### config.mk
export PLATFORM = sky130hd
export DESIGN_NAME = ssbc_top
export DESIGN_NICKNAME = d
export VERILOG_FILES = /design/src/common/ssbc_pkg.sv /design/src/rtl/ssbc_top.sv /design/src/rtl/ssbc_burst_counter.sv /design/src/rtl/ssbc_word_buffer.sv
export SDC_FILE = /design/constraint.sdc
export NUM_CORES = 1
export LEC_CHECK = 0
export ABC_AREA = 1
export BUFFER_PORTS_ARGS = -buffer_cell sky130_fd_sc_hd__buf_2
export CAP_MARGIN = 20
export CORE_MARGIN = 2
export CORE_UTILIZATION = 38
export DETAILED_ROUTE_END_ITERATION = 12
export SLEW_MARGIN = 20
export SYNTH_ARGS = -nofsm -noshare
export SYNTH_HDL_FRONTEND = slang
export SYNTH_SLANG_ARGS = --single-unit
### constraint.sdc
create_clock -name clk -period 11.35 [get_ports clk]
set_input_delay 2.27 -clock clk [delete_from_list [all_inputs] [get_ports clk]]
set_output_delay 2.27 -clock clk [all_outputs]
set_load 0.01 [all_outputs]
### src/common/ssbc_pkg.sv
// shared constants and types of the synchronous sram burst controller
package ssbc_pkg;

	// ************************************************************
	// widths
	// ************************************************************
	localparam int ADDR_W = 20;
	localparam int LANES = 4;
	localparam int LANE_W = 9;
	localparam int DATA_W = LANES * LANE_W;
	localparam int BURST_W = 2;

	// ************************************************************
	// field positions and reset values
	// ************************************************************
	localparam int BURST_LSB = 0;
	localparam logic [LANES-1:0] LANES_OFF = 4'hf;
	localparam logic [BURST_W-1:0] BURST_RESET = 2'h0;
	localparam logic [BURST_W-1:0] BURST_STEP = 2'h1;

	// ************************************************************
	// timing
	// ************************************************************
	localparam int CLK_PERIOD_NS = 4;
	localparam int SLEEP_ENTRY_CYCLES = 2;
	// recovery time is a plain default, set it per part
	localparam int SLEEP_RECOVERY_NS = 20;
	localparam int SLEEP_RECOVERY_CYCLES = (SLEEP_RECOVERY_NS + CLK_PERIOD_NS - 1) / CLK_PERIOD_NS;
	localparam int WBUF_DEPTH = 2;

	// ************************************************************
	// types
	// ************************************************************
	typedef enum logic [1:0] {
		burst_desel,
		burst_read,
		burst_write
	} ssbc_burst_type;

	typedef struct packed {
		logic valid;
		logic [ADDR_W-1:0] addr;
		logic [LANES-1:0] lane_n;
	} ssbc_wslot_type;

	typedef struct packed {
		logic [ADDR_W-1:0] addr;
		logic [LANES-1:0] lane_n;
		logic [DATA_W-1:0] data;
	} ssbc_wword_type;

endpackage

### src/rtl/ssbc_top.sv
// synchronous late-write sram command decode, burst, output and sleep control
//
// Operation
// - selected read command loads address, begins read
// - read with output off stays high impedance
// - selected write with lane enabled, not in recovery, begins write
// - write with no lane enabled is abort
// - burst step continues burst, ignoring selects
// - continue cycles use advanced counter address
// - any unselected chip select gives deselect
// - clock hold freezes address, state, pipelines
// - hold keeps read driving, write undriven
// - drivers off during writes automatically
// - output on acts without clock; sleep request is sampled on clock edges
// - outputs high impedance from power-up
// - two-bit counter wraps after four accesses
// - linear order adds count modulo four
// - interleaved order xors start with count
// - latency select low gives flow-through
// - sleep request low means normal operation
// - sleep two cycles after request, then recovery
// - asleep: deselected, inputs ignored, outputs undriven
// - pipelined read data one edge after flow-through
// - each lane enable writes its own byte
`timescale 1ns/100ps
module ssbc_top #(
	parameter int RECOVERY_CYCLES = ssbc_pkg::SLEEP_RECOVERY_CYCLES
) (
	// clock and reset
	input wire logic clk,
	input wire logic srst,
	// synchronous command inputs
	input wire logic clock_hold,
	input wire logic burst_step,
	input wire logic write_n,
	input wire logic [ssbc_pkg::LANES-1:0] byte_lane_n,
	input wire logic chip_sel_1_n,
	input wire logic chip_sel_2,
	input wire logic chip_sel_3_n,
	input wire logic [ssbc_pkg::ADDR_W-1:0] addr,
	// mode and level inputs
	input wire logic output_on_n,
	input wire logic sleep_request,
	input wire logic latency_select_n,
	input wire logic burst_order_select_n,
	// data pins
	input wire logic [ssbc_pkg::DATA_W-1:0] dq_in,
	output logic [ssbc_pkg::DATA_W-1:0] dq_out,
	output logic dq_oe_n,
	// memory core read port
	output logic core_rd_en,
	output logic [ssbc_pkg::ADDR_W-1:0] core_rd_addr,
	input wire logic [ssbc_pkg::DATA_W-1:0] core_rdata,
	// memory core write port
	output logic core_wr_valid,
	input wire logic core_wr_ready,
	output ssbc_pkg::ssbc_wword_type core_wr_word,
	// status
	output logic write_ready,
	output logic sleeping,
	output logic recovering
);
	import ssbc_pkg::*;

	localparam int REC_W = $clog2(RECOVERY_CYCLES + 1);

	generate
		if (RECOVERY_CYCLES < 1) begin : g_bad_recovery
			$error("recovery count must be at least one cycle");
		end
	endgenerate

	// ************************************************************
	// sleep control
	// ************************************************************
	logic sleep_seen;
	logic [REC_W-1:0] rec_count;

	always_ff @(posedge clk) begin
		if (srst) begin
			sleep_seen <= 1'b0;
			sleeping <= 1'b0;
		end else begin
			sleep_seen <= sleep_request;
			sleeping <= sleep_request && sleep_seen;
		end
	end

	always_ff @(posedge clk) begin
		if (srst) begin
			rec_count <= '0;
		end else if (sleeping && !sleep_request) begin
			rec_count <= REC_W'(RECOVERY_CYCLES);
		end else if (rec_count != '0) begin
			rec_count <= rec_count - REC_W'(1);
		end
	end

	assign recovering = (rec_count != '0);

	// ************************************************************
	// command decode
	// ************************************************************
	ssbc_burst_type burst;
	ssbc_burst_type next_burst;
	logic active;
	logic selected;
	logic no_lanes;
	logic do_read;
	logic do_write;
	logic load;
	logic advance;
	logic [ADDR_W-1:0] addr_hi;
	logic [ADDR_W-1:0] access_addr;
	logic [BURST_W-1:0] next_low;

	assign active = !clock_hold && !sleeping;
	assign selected = !chip_sel_1_n && chip_sel_2 && !chip_sel_3_n;
	assign no_lanes = (byte_lane_n == LANES_OFF);

	always_comb begin
		next_burst = burst;
		do_read = 1'b0;
		do_write = 1'b0;
		load = 1'b0;
		advance = 1'b0;
		if (!burst_step) begin
			load = 1'b1;
			if (!selected) begin
				next_burst = burst_desel;
			end else if (write_n) begin
				next_burst = burst_read;
				do_read = 1'b1;
			end else if (no_lanes || recovering) begin
				next_burst = burst_desel;
			end else begin
				next_burst = burst_write;
				do_write = 1'b1;
			end
		end else begin
			// continuation ignores write_n and the chip selects
			advance = (burst != burst_desel);
			case (burst)
				burst_read: begin
					do_read = 1'b1;
				end
				burst_write: begin
					do_write = !no_lanes && !recovering;
					if (recovering) begin
						next_burst = burst_desel;
					end
				end
				default: begin
					next_burst = burst_desel;
				end
			endcase
		end
	end

	always_ff @(posedge clk) begin
		if (srst) begin
			burst <= burst_desel;
			addr_hi <= '0;
		end else if (active) begin
			burst <= next_burst;
			if (load) begin
				addr_hi <= addr;
			end
		end
	end

	ssbc_burst_counter u_counter (
		.clk(clk),
		.srst(srst),
		.load(active && load),
		.advance(active && advance),
		.order_interleaved(burst_order_select_n),
		.load_low(addr[BURST_LSB +: BURST_W]),
		.next_low(next_low)
	);

	assign access_addr = load ? addr : {addr_hi[ADDR_W-1:BURST_W], next_low};

	// a dummy read with output off touches nothing
	assign core_rd_en = active && do_read && !output_on_n;
	assign core_rd_addr = access_addr;

	// ************************************************************
	// read data path
	// ************************************************************
	logic pipelined;
	logic rd_stage1;
	logic rd_stage2;
	logic [DATA_W-1:0] rd_pipe;
	logic read_drive;

	assign pipelined = latency_select_n;

	always_ff @(posedge clk) begin
		if (srst) begin
			rd_stage1 <= 1'b0;
			rd_stage2 <= 1'b0;
		end else if (active) begin
			rd_stage1 <= core_rd_en;
			rd_stage2 <= rd_stage1;
		end
	end

	always_ff @(posedge clk) begin
		if (active && rd_stage1) begin
			rd_pipe <= core_rdata;
		end
	end

	assign read_drive = pipelined ? rd_stage2 : rd_stage1;
	assign dq_out = pipelined ? rd_pipe : core_rdata;
	// output on and reset gate the drivers without waiting for an edge; sleep gates them only from the edge that sets sleeping
	assign dq_oe_n = !(read_drive && !output_on_n && !sleeping && !srst);

	// ************************************************************
	// write data path
	// ************************************************************
	ssbc_wslot_type wslot1;
	ssbc_wslot_type wslot2;
	ssbc_wword_type wword;
	logic capture;

	always_ff @(posedge clk) begin
		if (srst) begin
			wslot1 <= '0;
			wslot2 <= '0;
		end else if (active) begin
			wslot1 <= '{valid: do_write, addr: access_addr, lane_n: byte_lane_n};
			wslot2 <= wslot1;
		end
	end

	// data is taken one edge after the command in flow-through, two when pipelined
	assign capture = active && (pipelined ? wslot2.valid : wslot1.valid);
	assign wword = pipelined ? ssbc_wword_type'{addr: wslot2.addr, lane_n: wslot2.lane_n, data: dq_in}
		: ssbc_wword_type'{addr: wslot1.addr, lane_n: wslot1.lane_n, data: dq_in};

	ssbc_word_buffer #(
		.WIDTH($bits(ssbc_wword_type)),
		.DEPTH(WBUF_DEPTH)
	) u_wbuf (
		.clk(clk),
		.srst(srst),
		.in_valid(capture),
		.in_ready(write_ready),
		.in_data(wword),
		.out_valid(core_wr_valid),
		.out_ready(core_wr_ready),
		.out_data(core_wr_word)
	);

	// ************************************************************
	// checks
	// ************************************************************
	read_begin_a: assert property (@(posedge clk) disable iff (srst)
		(active && !burst_step && selected && write_n && !output_on_n) |=> rd_stage1) else $error("read not begun");
	write_begin_a: assert property (@(posedge clk) disable iff (srst)
		(active && !burst_step && selected && !write_n && !no_lanes && !recovering) |=> wslot1.valid)
		else $error("write not begun");
	write_abort_a: assert property (@(posedge clk) disable iff (srst)
		(active && !write_n && no_lanes && !burst_step) |=> !wslot1.valid && burst == burst_desel)
		else $error("abort wrote");
	deselect_cycle_a: assert property (@(posedge clk) disable iff (srst)
		(active && !burst_step && !selected) |=> (burst == burst_desel) && !rd_stage1 && !wslot1.valid)
		else $error("deselect not taken");
	continue_addr_a: assert property (@(posedge clk) disable iff (srst)
		(burst_step && burst == burst_read) |-> core_rd_addr[ADDR_W-1:BURST_W] == addr_hi[ADDR_W-1:BURST_W])
		else $error("continue used external address");
	hold_freeze_a: assert property (@(posedge clk) disable iff (srst)
		clock_hold |=> $stable(burst) && $stable(rd_stage2) && $stable(wslot2)) else $error("hold moved state");
	write_undriven_a: assert property (@(posedge clk) disable iff (srst)
		(wslot1.valid || wslot2.valid) && !rd_stage1 && !rd_stage2 |-> dq_oe_n) else $error("drove during write");
	reset_hiz_a: assert property (@(posedge clk) srst |-> dq_oe_n) else $error("drove during reset");
	sleep_entry_a: assert property (@(posedge clk) disable iff (srst)
		(!sleep_request ##1 sleep_request [*2]) |=> sleeping ##0 dq_oe_n && !core_rd_en && !capture)
		else $error("sleep not entered on time");
	pipe_latency_a: assert property (@(posedge clk) disable iff (srst)
		(core_rd_en && pipelined ##1 active [*2]) |-> rd_stage2) else $error("pipelined read late");
	recovery_block_a: assert property (@(posedge clk) disable iff (srst)
		recovering |-> !do_write) else $error("write accepted during recovery");
	recovery_len_a: assert property (@(posedge clk) disable iff (srst)
		(sleeping && !sleep_request) |=> (rec_count == REC_W'(RECOVERY_CYCLES))) else $error("recovery count wrong");

	read_burst_c: cover property (@(posedge clk) disable iff (srst)
		(active && !burst_step && selected && write_n) ##1 (active && burst_step) [*3]);
	flow_write_c: cover property (@(posedge clk) disable iff (srst) capture && !pipelined);
	sleep_cycle_c: cover property (@(posedge clk) disable iff (srst) sleeping ##1 recovering);
	hold_read_c: cover property (@(posedge clk) disable iff (srst) clock_hold && !dq_oe_n);

endmodule

### src/rtl/ssbc_burst_counter.sv
// two-bit burst address counter, linear or interleaved
`timescale 1ns/100ps
module ssbc_burst_counter (
	// clock and reset
	input wire logic clk,
	input wire logic srst,
	// control
	input wire logic load,
	input wire logic advance,
	input wire logic order_interleaved,
	input wire logic [ssbc_pkg::BURST_W-1:0] load_low,
	// address
	output logic [ssbc_pkg::BURST_W-1:0] next_low
);
	import ssbc_pkg::*;

	logic [BURST_W-1:0] start;
	logic [BURST_W-1:0] count;
	logic [BURST_W-1:0] next_count;

	always_ff @(posedge clk) begin
		if (srst) begin
			start <= BURST_RESET;
			count <= BURST_RESET;
		end else if (load) begin
			start <= load_low;
			count <= BURST_RESET;
		end else if (advance) begin
			count <= next_count;
		end
	end

	assign next_count = count + BURST_STEP;
	// interleaved is start xor count, linear is start plus count modulo four
	assign next_low = order_interleaved ? (start ^ next_count) : (start + next_count);

	// ************************************************************
	// checks
	// ************************************************************
	property wrap_after_four;
		@(posedge clk) disable iff (srst)
		(load ##1 (advance && !load) [*4]) |=> (count == BURST_RESET);
	endproperty
	burst_wrap_a: assert property (wrap_after_four) else $error("burst counter did not wrap after four");

	// first interleaved step after a load is the loaded low bits with bit zero flipped
	interleave_order_a: assert property (@(posedge clk) disable iff (srst)
		(order_interleaved && load) ##1 (advance && !load) |-> (next_low == ($past(load_low) ^ BURST_STEP)))
		else $error("interleaved order wrong");

endmodule

### src/rtl/ssbc_word_buffer.sv
// small fifo of flip-flops with valid and ready on both sides
`timescale 1ns/100ps
module ssbc_word_buffer #(
	parameter int WIDTH = 8,
	parameter int DEPTH = 2
) (
	// clock and reset
	input wire logic clk,
	input wire logic srst,
	// fill side
	input wire logic in_valid,
	output logic in_ready,
	input wire logic [WIDTH-1:0] in_data,
	// drain side
	output logic out_valid,
	input wire logic out_ready,
	output logic [WIDTH-1:0] out_data
);
	localparam int PTR_W = (DEPTH > 1) ? $clog2(DEPTH) : 1;
	localparam int CNT_W = $clog2(DEPTH + 1);

	generate
		if (DEPTH < 2 || (DEPTH & (DEPTH - 1)) != 0) begin : g_bad_depth
			$error("buffer depth must be a power of two of at least two");
		end
	endgenerate

	logic [WIDTH-1:0] mem [DEPTH];
	logic [PTR_W-1:0] wptr;
	logic [PTR_W-1:0] rptr;
	logic [CNT_W-1:0] count;
	logic push;
	logic pop;

	assign in_ready = (count != CNT_W'(DEPTH));
	assign out_valid = (count != '0);
	assign out_data = mem[rptr];
	assign push = in_valid && in_ready;
	assign pop = out_valid && out_ready;

	always_ff @(posedge clk) begin
		if (push) begin
			mem[wptr] <= in_data;
		end
	end

	always_ff @(posedge clk) begin
		if (srst) begin
			wptr <= '0;
			rptr <= '0;
			count <= '0;
		end else begin
			if (push) begin
				wptr <= wptr + PTR_W'(1);
			end
			if (pop) begin
				rptr <= rptr + PTR_W'(1);
			end
			count <= count + CNT_W'(push) - CNT_W'(pop);
		end
	end

	no_overflow_a: assert property (@(posedge clk) disable iff (srst)
		(count == CNT_W'(DEPTH) && !pop) |=> (count == CNT_W'(DEPTH))) else $error("buffer count moved while full");

endmodule

* Yosys cells after proc, flatten, opt, wreduce, memory -nomap -nowiden
Memory sizes are Yosys's and may differ from the RTL's. A register that Yosys moved wholly into a read port is not among the register bits. Cells that the tools add are included.
Word-level totals: bits in writable memories 120, register bits after elaboration 123, input bits 109, memories kept 1, word-level logic and storage cells 101, output and inout bits 122
Memories:
- u_wbuf.mem | depth 2, bits a word 60, read ports 1, clocked after Yosys merged registers in 1, write ports 1, RTL line ssbc_word_buffer.sv:28 | logic [WIDTH-1:0] mem [DEPTH];
Operators by class: add/subtract/negate cells 7, reduce and logical (&&, ||, !) cells 36, eq/ne operators 6, bitwise logic cells 2, multiplexer cells 29
Operators by type and width (count):
- $mux 60 | 1
- $mux 36 | 1
- $mux 20 | 1
- $logic_and 1x1->1 | 17
- $mux 1 | 17
- $mux 2 | 6
- $logic_not 1->1 | 10
- $mux 3 | 2
- $reduce_bool 2->1 | 3
- $eq 4x4->1 const B | 1
- $ne 2x2->1 const B | 2
- $pmux 2 s2 | 1
- $reduce_or 2->1 | 2
- $ne 3x3->1 const B | 1
- $reduce_and 3->1 | 1
- $reduce_bool 3->1 | 1
- $sub 3x1->3 const B | 1
- $add 1x1->1 const B | 2
- $add 2x1->2 | 1
- $add 2x1->2 const B | 1
- $add 2x2->2 | 1
- $eq 2x1->1 const B | 1
- $eq 2x2->1 const B | 1
- $reduce_and 2->1 | 1
- other kinds (4) | 4

* Longest topological paths before layout
Gate-level depths: netlist (run 1).
depth in word-level cells 7, gate-level depth with buffers 10, depth with buffers taken out 10

* Hierarchy
Synthesis (run 1) repeated with hierarchy kept, for this count alone.
Second synthesis, totals: cells, all modules 890, area total of the unflattened synthesis 9979.6 sq um
By module, submodules not included:
- ssbc_top | seq. area each 2622.5 sq um, area an instance 4884.7 sq um, times used 1, cells each 632
- ssbc_word_buffer | seq. area each 3703.6 sq um, area an instance 4875.9 sq um, times used 1, cells each 223
- ssbc_burst_counter | seq. area each 80.1 sq um, area an instance 219.0 sq um, times used 1, cells each 35

* Least setup slack after synthesis (run 1)
No wires, ideal clock.
path kind input port to flip-flop, from in clock_hold, to mem u_wbuf.mem[0][0] (netlist name), enable pin, path buffers 1, cell stages on the path 4, data arrival time 8.426 ns, path slack 2.298 ns, data required time 10.724 ns, setup time 0.626 ns, path through nor2_4 > inv_2 > clkbuf_1 > nor4_1
On the way: longest elaborated chain between the ends 6
RTL lines:
- start: declaration | RTL line ssbc_top.sv:33 | input wire logic clock_hold,
- $logic_not 1->1 | RTL line ssbc_top.sv:117 | assign active = !clock_hold && !sleeping;
- $logic_and 1x1->1 | RTL line ssbc_top.sv:117
- $logic_and 1x1->1 | RTL line ssbc_top.sv:239 | assign capture = active && (pipelined ? wslot2.valid : wslot1.valid);
- $logic_and 1x1->1 | RTL line ssbc_word_buffer.sv:38 | assign push = in_valid && in_ready;
- $mux 1 | RTL line ssbc_word_buffer.sv:42 | if (push) begin
- $mux 1 (not written as such) | RTL line ssbc_word_buffer.sv:43 | mem[wptr] <= in_data;
- end: declaration | RTL line ssbc_word_buffer.sv:28
No other way between the ends.

* Final worst setup path (run 1)
from in latency_select_n, to out dq_out[35] (netlist name)
On the way: longest elaborated chain between the ends 1
RTL lines:
- start: declaration | RTL line ssbc_top.sv:44 | input wire logic latency_select_n,
- $mux 36 | RTL line ssbc_top.sv:216 | assign dq_out = pipelined ? rd_pipe : core_rdata;
- end: declaration | RTL line ssbc_top.sv:48 | output logic [ssbc_pkg::DATA_W-1:0] dq_out,
No other way between the ends.

==> summary.md, run 1 <==
| Metric | Value |
|---|---|
| Synthesized area per cell | `about 12 µm²` |
| Final wirelength | `21.40 mm` |
| Core area | `roughly 0.026 mm²` |
| Tmin final | `between 6 and 7 ns` |
| Die Area | `roughly 0.027 mm²` |
| Slowest cell delay on critical path | `between 0.5 and 0.6 ns` |
| Most common cell in the netlist | `nand2_1` |
| Worst rel slew slack | `around 30%` |
| Total gr overflow | `0` |
| Cells after synthesis | `about 860` |
| First-pass GRT wire length | `31.93 mm` |
| Setup_tns | `0 ns` |
| Library cells used by synthesis | `37` |
| CP endpoint kind | `primary output` |
| LEAKAGE | `4.886 nW` |
| Hold-fix buffers, CTS | `0` |
| Die Span Y | `~170 µm` |
| Maximum VDD drop | `between 0.00009 and 0.0001 V` |
| 1st-pass router iterations | `5` |
| Post-CTS Resized | `0` |
| CTS tree | `built` |
| Clock Latency Late Sink | `around 0.52 ns` |
| Fraction of the yosys area taken by sequential cells | `approximately two thirds` |
| Synth top area share | `about 47%` |
| Clock sink total | `between 200 and 250` |
| Antenna-violating nets left | `0` |
| Critical path class | `input port to primary output` |
| Warnings from Yosys | `0` |
| Fin util | `between 40% and 50%` |
| Register area | `approximately 0.0064 mm²` |
| Die W | `around 170 µm` |
| PwrDens | `between 150 and 200 mW/mm²` |
| Iter 0 DRT Violations | `375` |
| Layout fillers | `approximately 2,400` |
| Nets | `approximately 1,200` |
| Layout cells sized above 1 | `between 30% and 40%` |
| Final hold violation count | `0` |
| Starting Density | `around two fifths` |
| Syn nets | `a little under 1,000` |
| Area occupied by multi-input gates | `about 0.003 mm²` |
| Max-slew violations | `0` |
| H-tree depth | `1` |
| HPWL after DPL | `roughly 14 mm` |
| Largest net degree at the start of global routing | `85` |
| ANT cells | `0` |
| CTS root buf | `clkbuf_16` |
| Clock Skews | `approximately 0.012 ns` |
| Worst Path Required | `approximately 9 ns` |
| Seq cells post-synth | `~240` |
| Crit-path max FO | `84` |
| Synthesized area | `about 0.01 mm²` |
| Max Cap Violations | `0` |
| Reg clk slew, reported paths | `about 0.06 ns` |
| Crit path DAT | `about 3.9 ns` |
| EDFF count, synth | `156` |
| Post-synth top cells | `nand2_1, edfxtp_1, dfxtp_1` |
| Overall Global Routing Usage | `between 10 and 15%` |
| Hold Crit Class | `flip-flop to flip-flop` |
| Slowest cell on the critical path | `buf_4` |
| # IOs | `~230` |
| CTS Buf Count | `26` |
| Status | `complete, no violations` |
| Setup Buffers After CTS | `0` |
| Drt drc | `0` |
| RSZ-0062 raised after global routing | `no` |
| # rows | `59` |
| Period utilization | `between 50% and 60%` |
| Buffers on Ports | `230` |
| Routability congestion estimate | `between 0.7 and 0.8` |
| Final setup fails | `0` |
| Crit start category | `input port` |
| Routed wire per std cell | `~15 µm` |
| Via count | `roughly 6,700` |
| Maximum clock frequency | `0.1627 GHz` |
| Max clock buf depth | `3` |
| Area growth syn-to-layout | `22.50%` |
| Vias per cell | `about 4.7` |
| Hold slack | `approximately 0.42 ns` |
| Largest area contributor in the netlist | `edfxtp_1` |
| FFs w/ async S/R, synth | `0%` |
| Synth area leaders | `edfxtp_1, dfxtp_1, mux2_2, nand2_1, o21ai_0` |
| Cells along the critical path | `buf_2 -> buf_4 -> inv_2 -> nand2_1 -> nand2_1 -> buf_2` |
| Worst slew pin tran | `1.047 ns` |
| Vias in the first global route | `about 6,100` |
| Initial antenna violation count | `0` |
| Ys flop type | `edfxtp_1` |
==> per-stage QoR <==
stage | worst slack (ns) | std cells | area [µm²] | total power (W)
finish | 5.204 | 1429 | 12110 | 0.002210
floorplan | 2.298 | 858 | 9882 | 0.001257
detailed placement | 5.174 | 1382 | 11250 | 0.001388
global placement | 5.170 | 1382 | 11250 | 0.001382
global route | 4.988 | 1429 | 12110 | 0.002317
CTS | 5.169 | 1429 | 12110 | 0.002240
==> logic make-up after synthesis <==
family | count (synthesis) | synth area share (%)
adders and majority gates | 6 | 0.7597
xor gates and xnor gates | 2 | 0.1773
and+or+nand+nor | 280 | 12.17
buffers and inverters | 119 | 5.432
muxes | 60 | 6.837
DFF | 242 | 64.83
AOI/OAI and AO/OA | 149 | 9.800
==> worst max-delay path, delay by kind of cell <==
kind                   cells  cell delay, ns
and+or+nand+nor            2            0.24
buffers and inverters      4            1.29
==> registers in the layout, summed over array words and instances, names as in the netlist, named ones only <==
name and cells:
addr_hi 20, burst 2, rd_pipe 36, rd_stage1 1, rd_stage2 1, rec_count 3, sleep_seen 1, sleeping 1
u_counter.count 2, u_wbuf.count 2, u_wbuf.mem 120, u_wbuf.rptr 1, u_wbuf.wptr 1, wslot1 25, wslot2 25
==> cell type report <==
| cell class | instances | share of cell area, % |
|---|---|---|
| Inverter | 72 | 2.233 |
| Tap cell | 335 | 3.463 |
| Multi-Input combinational cell | 497 | 24.39 |
| Sequential cell | 242 | 52.93 |
| Clock inverter | 12 | 1.106 |
| Timing Repair Buffer | 236 | 9.881 |
| Clock buffer | 35 | 5.995 |
==> placed cells by master (no fill, tap or decap) <==
master / instances
a211oi_2: 19
clkbuf_16: 27
o21ai_1: 1
bufinv_16: 3
buf_4: 6
o211ai_1: 1
clkinvlp_4: 1
clkbuf_1: 6
nand2_1: 169
nand3_1: 26
a21oi_1: 29
nand2_2: 19
nor4_2: 1
o21ai_0: 77
dfxtp_1: 85
clkinv_1: 4
buf_2: 230
o21ai_2: 18
o22ai_1: 1
nor2_1: 39
dfxtp_2: 1
inv_1: 65
xnor2_1: 1
a2111oi_0: 1
nor3_1: 2
inv_2: 6
clkbuf_8: 2
nor2_2: 18
clkinv_2: 5
and2_1: 1
xor2_1: 1
edfxtp_1: 156
nor3_2: 1
a21oi_2: 1
a31oi_1: 1
nand4_1: 2
nor2_4: 2
mux2_2: 60
ha_1: 6
==> path summary, 6_finish.rpt <==
check                            to  slack (ns)              from  depth (start not counted)
hold reg to reg            sleeping        0.42        sleep_seen                          2
hold / removal             sleeping        0.42        sleep_seen                          2
setup reg to reg  u_wbuf.mem[1][28]        8.60          sleeping                          7
setup / recovery         dq_out[35]        5.20  latency_select_n                          6
==> power by group <==
| group | switching [W] | internal (W) | leakage [nW] |
|---|---|---|---|
| logic | 0.000215 | 0.000154 | 2.34 |
| clock network | 0.000332 | 0.000514 | 0.421 |
| registers | 0.0000137 | 0.000981 | 2.13 |
==> per-layer routing <==
metal	global-route usage, %	vias up	wire length (µm)
met5	0	-	0
met4	4.111	0	335
met3	2.822	29	1252
met2	24.17	159	9940
met1	20.29	3117	9872
li1	-	3381	-
No activity file was read; power rests on OpenSTA's default activity.
==> run 2: changes to the inputs <==
==> constraint.sdc (replaced) <==
create_clock -name clk -period 5.06 [get_ports clk]
set_input_delay 1.012 -clock clk [delete_from_list [all_inputs] [get_ports clk]]
set_output_delay 1.012 -clock clk [all_outputs]
set_load 0.01 [all_outputs]
==> run 2 against run 1 <==
Worst hold slack better by 0.0083 ns. Largest cell class unchanged. Critical path type is now flip-flop to primary output. Highest routed layer unchanged. Cell area up 0.70%. Count of clock-buffer cells in the layout rose by 6. Sequential power increased by 130%. Via count grew 0.84%. Total power is 130% higher. Non-clock buffer count grew 3.
==> summary.md, run 2 (synthesized netlist as in run 1, its figures left out) <==
| Metric | Value |
|---|---|
| Post-CTS Resized | `0 (unchanged)` |
| Core area | `0.02576 mm² (unchanged)` |
| Largest Register | `u_wbuf.mem (unchanged)` |
| RSZ-0062 raised after global routing | `no (unchanged)` |
| # rows | `59 (unchanged)` |
| Critical path class | `flip-flop to primary output (was input port to primary output)` |
| Worst Path Required | `4.05 ns (was 9.08 ns)` |
| Drt drc | `0 (unchanged)` |
| Crit. path cell count | `3 (was 6)` |
| P_sw | `0.001265 W (was 0.0005606 W)` |
| Crit start category | `flip-flop (was input port)` |
| Total gr overflow | `0 (unchanged)` |
| Die Span Y | `165.3 µm (unchanged)` |
| Maximum VDD drop | `0.0002208 V (was 0.00009211 V)` |
| Clock sink total | `242 (unchanged)` |
| CTS root buf | `clkbuf_16 (unchanged)` |
| Cells along the critical path | `buf_4 -> mux2_2 -> buf_2 (was buf_2 -> buf_4 -> inv_2 -> nand2_1 -> nand2_1 -> buf_2)` |
| Final wirelength | `21.70 mm (was 21.40 mm)` |
| CTS Buf Count | `26 (unchanged)` |
| Buffers on Ports | `230 (unchanged)` |
| Vias in the first global route | `6,277 (was 6,149)` |
| Via count | `6,742 (was 6,686)` |
| Cells on Worst Hold Path | `2 (unchanged)` |
| 1st-pass router iterations | `4 (was 5)` |
| Slowest cell on the critical path | `dfxtp_2 (was buf_4)` |
| Area growth syn-to-layout | `23.36% (was 22.50%)` |
| Final setup fails | `0 (unchanged)` |
| Clock network power share | `38.8% (was 38.3%)` |
| Iter 0 DRT Violations | `341 (was 375)` |
| Sequential share of power | `45.2% (was 45.0%)` |
| Starting Density | `38.36% (unchanged)` |
| Clock Skews | `0.009232 ns (was 0.01197 ns)` |
| Reg clk slew, reported paths | `0.06 ns (about the same)` |
| Initial antenna violation count | `0 (unchanged)` |
| Die Area | `0.02731 mm² (unchanged)` |
| Die W | `165.3 µm (unchanged)` |
| Max reg flops | `120 (unchanged)` |
| Worst slew pin tran | `0.9796 ns (was 1.047 ns)` |
| LEAKAGE | `4.931 nW (was 4.886 nW)` |
| Routability congestion estimate | `0.7104 (was 0.7659)` |
| Internal power | `0.003737 W (was 0.001649 W)` |
| First-pass GRT wire length | `32.98 mm (was 31.93 mm)` |
| Crit path DAT | `2.40 ns (was 3.88 ns)` |
| Hold slack | `0.4258 ns (was 0.4175 ns)` |
| Period utilization | `between 60% and 70%` |
| CP top delay family | `flip-flops (was buffers and inverters)` |
| H-tree depth | `1 (unchanged)` |
| Clock Latency Late Sink | `0.52 ns (about the same)` |
| PwrDens | `410.3 mW/mm² (was 182.6 mW/mm²)` |
| CTS tree | `built (unchanged)` |
| Buf+Inv Stages, Crit Path | `2 (was 4)` |
| Setup Buffers After CTS | `0 (unchanged)` |
| Routed wire per std cell | `15.12 µm (was 14.98 µm)` |
| Max Cap Violations | `0 (unchanged)` |
| Max-slew violations | `0 (unchanged)` |
| Tmin final | `3.408 ns` |
| Status | `complete, no violations (unchanged)` |
| Final hold violation count | `0 (unchanged)` |
| Slowest cell delay on critical path | `0.78 ns (was 0.58 ns)` |
| Nets | `1,193 (was 1,190)` |
| Commonest non-fill, non-tap cell in the layout | `buf_2 (unchanged)` |
| Max clock buf depth | `3 (unchanged)` |
| Overall Global Routing Usage | `15.22% (was 14.84%)` |
| Layout cells sized above 1 | `39.07% (was 38.39%)` |
| CP endpoint kind | `primary output (unchanged)` |
| Maximum clock frequency | `between 0.2 and 0.3 GHz` |
| Highest-count cells in the layout ignoring fill and taps | `buf_2, nand2_1, edfxtp_1 (unchanged)` |
| Vias per cell | `4.698 (was 4.679)` |
| Hold-fix buffers, CTS | `0 (unchanged)` |
| Largest regs | `u_wbuf.mem x120, rd_pipe x36 (unchanged)` |
| Setup_tns | `0 ns (unchanged)` |
| Worst rel slew slack | `34.60% (was 30.06%)` |
| HPWL after DPL | `14.11 mm (was 13.93 mm)` |
| Switch share | `25.29% (was 25.36%)` |
| Worst-case reg-to-reg path depth | `6 (was 7)` |
| Crit-path max FO | `34 (was 84)` |
| Hold Crit Class | `flip-flop to flip-flop (unchanged)` |
| Largest net degree at the start of global routing | `84 (was 85)` |
| Combinational power share | `16.1% (was 16.7%)` |
| # IOs | `231 (unchanged)` |
| Antenna-violating nets left | `0 (unchanged)` |
[run 2: per-layer routing]
layer  vias up  track usage, %  routed length [µm]
met5         -               0                   0
met2       175           24.77               10030
met1      3163           21.23               10060
li1       3375               -                   -
met3        29           2.498                1282
met4         0           3.834                 327
[run 2: metrics by stage]
step           instance area [µm²]  util, %  cells  total power (W)  worst slack [ns]
2_1_floorplan                 9897        -    858         0.002820             1.198
3_3_place_gp                 11270    43.74   1384         0.003109             1.453
3_5_place_dp                 11270    43.74   1384         0.003120             1.439
4_1_cts                      12170    47.24   1432         0.005083             1.552
5_1_grt                      12190    47.30   1433         0.005235             1.490
6_report                     12190    47.32   1435         0.005002             1.652
[run 2: area by class of cell]
| type | count | area, µm² |
|---|---|---|
| flip-flops and latches | 242 | 6407 |
| clock inverters | 7 | 98.84 |
| repair buffers | 239 | 1226 |
| multi-input cells | 497 | 2962 |
| well taps | 335 | 419.2 |
| fillers | 2398 | 13570 |
| clock buffers | 41 | 802.0 |
| diodes | 2 | 5.005 |
| inverters | 72 | 270.3 |
[run 2: tightest hold or removal path: cells and delay by family, from the launching register on]
kind | cells | cell delay [ns]
DFF | 1 | 0.30
and+or+nand+nor | 2 | 0.09
[run 2: power groups by stage]
stage	logic, W	registers [W]	clock network, W
after floorplan	0.000553	0.00227	0
after global placement	0.000808	0.00230	0
after detailed placement	0.000816	0.00230	0
after CTS	0.000821	0.00226	0.00200
after global routing	0.000902	0.00227	0.00206
final	0.000804	0.00226	0.00194
[run 2: worst paths after layout]
| kind | startpoint | to | slack, ns |
|---|---|---|---|
| max reg2reg | sleeping | rd_pipe[25] | 2.38 |
| min reg2reg | sleep_seen | sleeping | 0.43 |
| max | flip-flop | core_wr_word[27] | 1.65 |
| min | sleep_seen | sleeping | 0.43 |
==> run 3: changes to the inputs <==
--- a/config.mk
+++ b/config.mk
@@ -5,7 +5,7 @@
 export SDC_FILE = /design/constraint.sdc
 export NUM_CORES = 1
 export LEC_CHECK = 0
-export ABC_AREA = 1
+export ABC_AREA = 0
 export BUFFER_PORTS_ARGS = -buffer_cell sky130_fd_sc_hd__buf_2
 export CAP_MARGIN = 20
 export CORE_MARGIN = 2
==> constraint.sdc (replaced) <==
create_clock -name clk -period 3.2 [get_ports clk]
set_input_delay 0.64 -clock clk [delete_from_list [all_inputs] [get_ports clk]]
set_output_delay 0.64 -clock clk [all_outputs]
set_load 0.01 [all_outputs]
==> run 3 against run 2 <==
Clock skew grew 0.0052 ns. Worst hold slack lost 0.13 ns. Cell area shrank 2.0%. Clock power grew 49%.
==> summary.md, run 3 <==
| Metric | Value |
|---|---|
| Final setup fails | `0 (unchanged)` |
| Synthesized area | `0.009558 mm² (was 0.009882 mm²)` |
| Reg clk slew, reported paths | `0.06 ns (about the same)` |
| Synth Area in Simple Gates | `7.776% (was 12.17%)` |
| Total gr overflow | `0 (unchanged)` |
| Area growth syn-to-layout | `25.00% (was 23.36%)` |
| Hold Crit Class | `input port to flip-flop (was flip-flop to flip-flop)` |
| Nets | `1,023 (was 1,193)` |
| Seq cells post-synth | `242 (unchanged)` |
| Maximum clock frequency | `0.3725 GHz` |
| Largest family of logic cells by synthesized area | `multiplexers (was simple AND/OR/NAND/NOR gates)` |
| ANT cells | `0 (was 2)` |
| HPWL after DPL | `12.85 mm (was 14.11 mm)` |
| Drt drc | `0 (unchanged)` |
| First-pass GRT wire length | `30.99 mm (was 32.98 mm)` |
| Syn nets | `790 (was 973)` |
| Largest Register | `u_wbuf.mem (unchanged)` |
| Clock Skews | `0.01443 ns (was 0.009232 ns)` |
| PwrDens | `637.1 mW/mm² (was 410.3 mW/mm²)` |
| Hold-fix buffers, CTS | `0 (unchanged)` |
| H-tree depth | `1 (unchanged)` |
| Via count | `5,950 (was 6,742)` |
| EDFF count, synth | `156 (unchanged)` |
| Most common cell in the netlist | `edfxtp_1 (was nand2_1)` |
| CTS tree | `built (unchanged)` |
| Period utilization | `83.88%` |
| Post-synthesis mux area share | `16.80% (was 6.837%)` |
| Synthesized area per cell | `14.16 µm² (was 11.52 µm²)` |
| Die W | `162.6 µm (was 165.3 µm)` |
| Max clock buf depth | `3 (unchanged)` |
| CP endpoint kind | `primary output (unchanged)` |
| Post-CTS Resized | `0 (unchanged)` |
| Starting Density | `38.29% (was 38.36%)` |
| Clock Latency Late Sink | `0.53 ns (was 0.52 ns)` |
| CTS root buf | `clkbuf_16 (unchanged)` |
| Crit start category | `flip-flop (unchanged)` |
| Vias per cell | `4.730 (was 4.698)` |
| Die Area | `0.02644 mm² (was 0.02731 mm²)` |
| Fraction of the yosys area taken by sequential cells | `67.02% (was 64.83%)` |
| Post-Synth Adder-Cell Area | `0.7854% (was 0.7597%)` |
| DP Worst Slack | `0.6177 ns (was 1.439 ns)` |
| Iter 0 DRT Violations | `337 (was 341)` |
| Largest regs | `u_wbuf.mem x120, rd_pipe x36 (unchanged)` |
| Core area | `0.02496 mm² (was 0.02576 mm²)` |
| Largest area contributor in the netlist | `edfxtp_1 (unchanged)` |
| Post-synth top cells | `edfxtp_1, mux2_2, dfxtp_1 (was nand2_1, edfxtp_1, dfxtp_1)` |
| # rows | `58 (was 59)` |
| Complex-gate fraction of the synthesized area | `4.333% (was 9.800%)` |
| Initial antenna violation count | `0 (unchanged)` |
| Buffers on Ports | `230 (unchanged)` |
| Antenna-violating nets left | `0 (unchanged)` |
| Commonest non-fill, non-tap cell in the layout | `buf_2 (unchanged)` |
| RSZ-0062 raised after global routing | `no (unchanged)` |
| Synth area leaders | `edfxtp_1, dfxtp_1, mux2_2, nand2_1, a21oi_1 (was edfxtp_1, dfxtp_1, mux2_2, nand2_1, o21ai_0)` |
| Reg2Reg Setup Slack | `1.19 ns (was 2.38 ns)` |
| Worst rel slew slack | `64.17% (was 34.60%)` |
| Max Cap Violations | `0 (unchanged)` |
| Setup Buffers After CTS | `0 (unchanged)` |
| Crit path DAT | `2.04 ns (was 2.40 ns)` |
| Overall Global Routing Usage | `14.57% (was 15.22%)` |
| Crit-path max FO | `6 (was 34)` |
| Highest-count cells in the layout ignoring fill and taps | `buf_2, edfxtp_1, mux2_2 (was buf_2, nand2_1, edfxtp_1)` |
| Setup_tns | `0 ns (unchanged)` |
| Status | `complete, no violations (unchanged)` |
| Worst Path Required | `2.56 ns (was 4.05 ns)` |
| LEAKAGE | `4.651 nW (was 4.931 nW)` |
| Tmin final | `2.684 ns` |
| Maximum VDD drop | `0.0003099 V (was 0.0002208 V)` |
| Worst setup slack after layout | `0.5158 ns (was 1.652 ns)` |
| Cells after synthesis | `675 (was 858)` |
| Layout cells sized above 1 | `47.31% (was 39.07%)` |
| Vias in the first global route | `5,872 (was 6,277)` |
| Worst slew pin tran | `0.5375 ns (was 0.9796 ns)` |
| Final hold violation count | `0 (unchanged)` |
| Clock sink total | `242 (unchanged)` |
| Final wirelength | `19.85 mm (was 21.70 mm)` |
| Synth top area share | `49.01% (was 47.40%)` |
| Max-slew violations | `0 (unchanged)` |
| Die Span Y | `162.6 µm (was 165.3 µm)` |
| FFs w/ async S/R, synth | `0% (unchanged)` |
| Ys flop type | `edfxtp_1 (unchanged)` |
| # IOs | `231 (unchanged)` |
| Library cells used by synthesis | `45 (was 37)` |
| Warnings from Yosys | `0 (unchanged)` |
| Routability congestion estimate | `0.7321 (was 0.7104)` |
| CTS Buf Count | `26 (unchanged)` |
| Largest net degree at the start of global routing | `61 (was 84)` |
| Critical path class | `flip-flop to primary output (unchanged)` |
| 1st-pass router iterations | `4 (unchanged)` |
| Max reg flops | `120 (unchanged)` |
| Post-Synth XOR/XNOR Area | `0.7854% (was 0.1773%)` |
| Routed wire per std cell | `15.78 µm (was 15.12 µm)` |
-- run 3: logic make-up (layout without fill, tap and decap cells) --
logic type	Yosys count	count (layout)
XOR/XNOR	7	7
AND/OR/NAND/NOR	162	162
buffers and inverters	51	304
adder cells (fa/ha/maj)	6	6
flip-flops	242	242
multiplexers	143	143
AO/OA/AOI/OAI	64	64
-- run 3: report_power, final --
| group | leakage, nW | internal, W | switching (W) | total (W) |
|---|---|---|---|---|
| Clock | 0.426 | 0.00172 | 0.00117 | 0.00289 |
| Sequential | 2.12 | 0.00343 | 0.0000539 | 0.00349 |
| Combinational | 2.10 | 0.000594 | 0.000640 | 0.00123 |
| Total | 4.65 | 0.00574 | 0.00187 | 0.00761 |
-- run 3: layout make-up --
| type | instances | area, µm² |
|---|---|---|
| repair buffers | 245 | 1301 |
| clock inverters | 8 | 51.30 |
| well taps | 330 | 412.9 |
| clock buffers | 40 | 797.0 |
| inverters | 11 | 41.29 |
| multi-input cells | 382 | 2937 |
| flip-flops and latches | 242 | 6407 |
| fillers | 2280 | 13020 |
-- run 3: layer usage --
layer | up-vias | part of all wire [%] | GRT usage (%)
li1 | 2933 | - | -
met2 | 165 | 44 | 22.67
met1 | 2826 | 48 | 20.69
met3 | 26 | 6.4 | 3.030
met4 | 0 | 1.8 | 4.143
met5 | - | 0 | 0
-- run 3: metrics by stage --
step | instance area, µm² | hold slack [ns] | instances | power (W) | util, %
after CTS | 11950 | 0.2711 | 1258 | 0.007749 | 47.86
final | 11950 | 0.2971 | 1258 | 0.007611 | 47.86
after floorplan | 9583 | 0.4057 | 675 | 0.004347 | -
after detailed placement | 11100 | 0.4189 | 1210 | 0.004803 | 44.46
after global routing | 11950 | 0.2740 | 1258 | 0.007980 | 47.86
after global placement | 11100 | 0.4131 | 1210 | 0.004797 | 44.46
-- run 3: worst paths after layout --
kind	cells after the start	to	startpoint
max	7	core_rd_addr[1]	u_counter.count[0]
min	1	rd_pipe[33]	core_rdata[33]
max reg2reg	4	u_wbuf.mem[1][12]	sleeping
min reg2reg	1	sleeping	sleep_seen
-- run 3: critical path, cell delays in order (launching register included) --
cell,delay (ns)
dfxtp_1,0.43
inv_1,0.07
ha_1,0.17
nor2b_1,0.14
xnor3_1,0.32
nor2b_1,0.19
nor2_1,0.07
buf_2,0.14
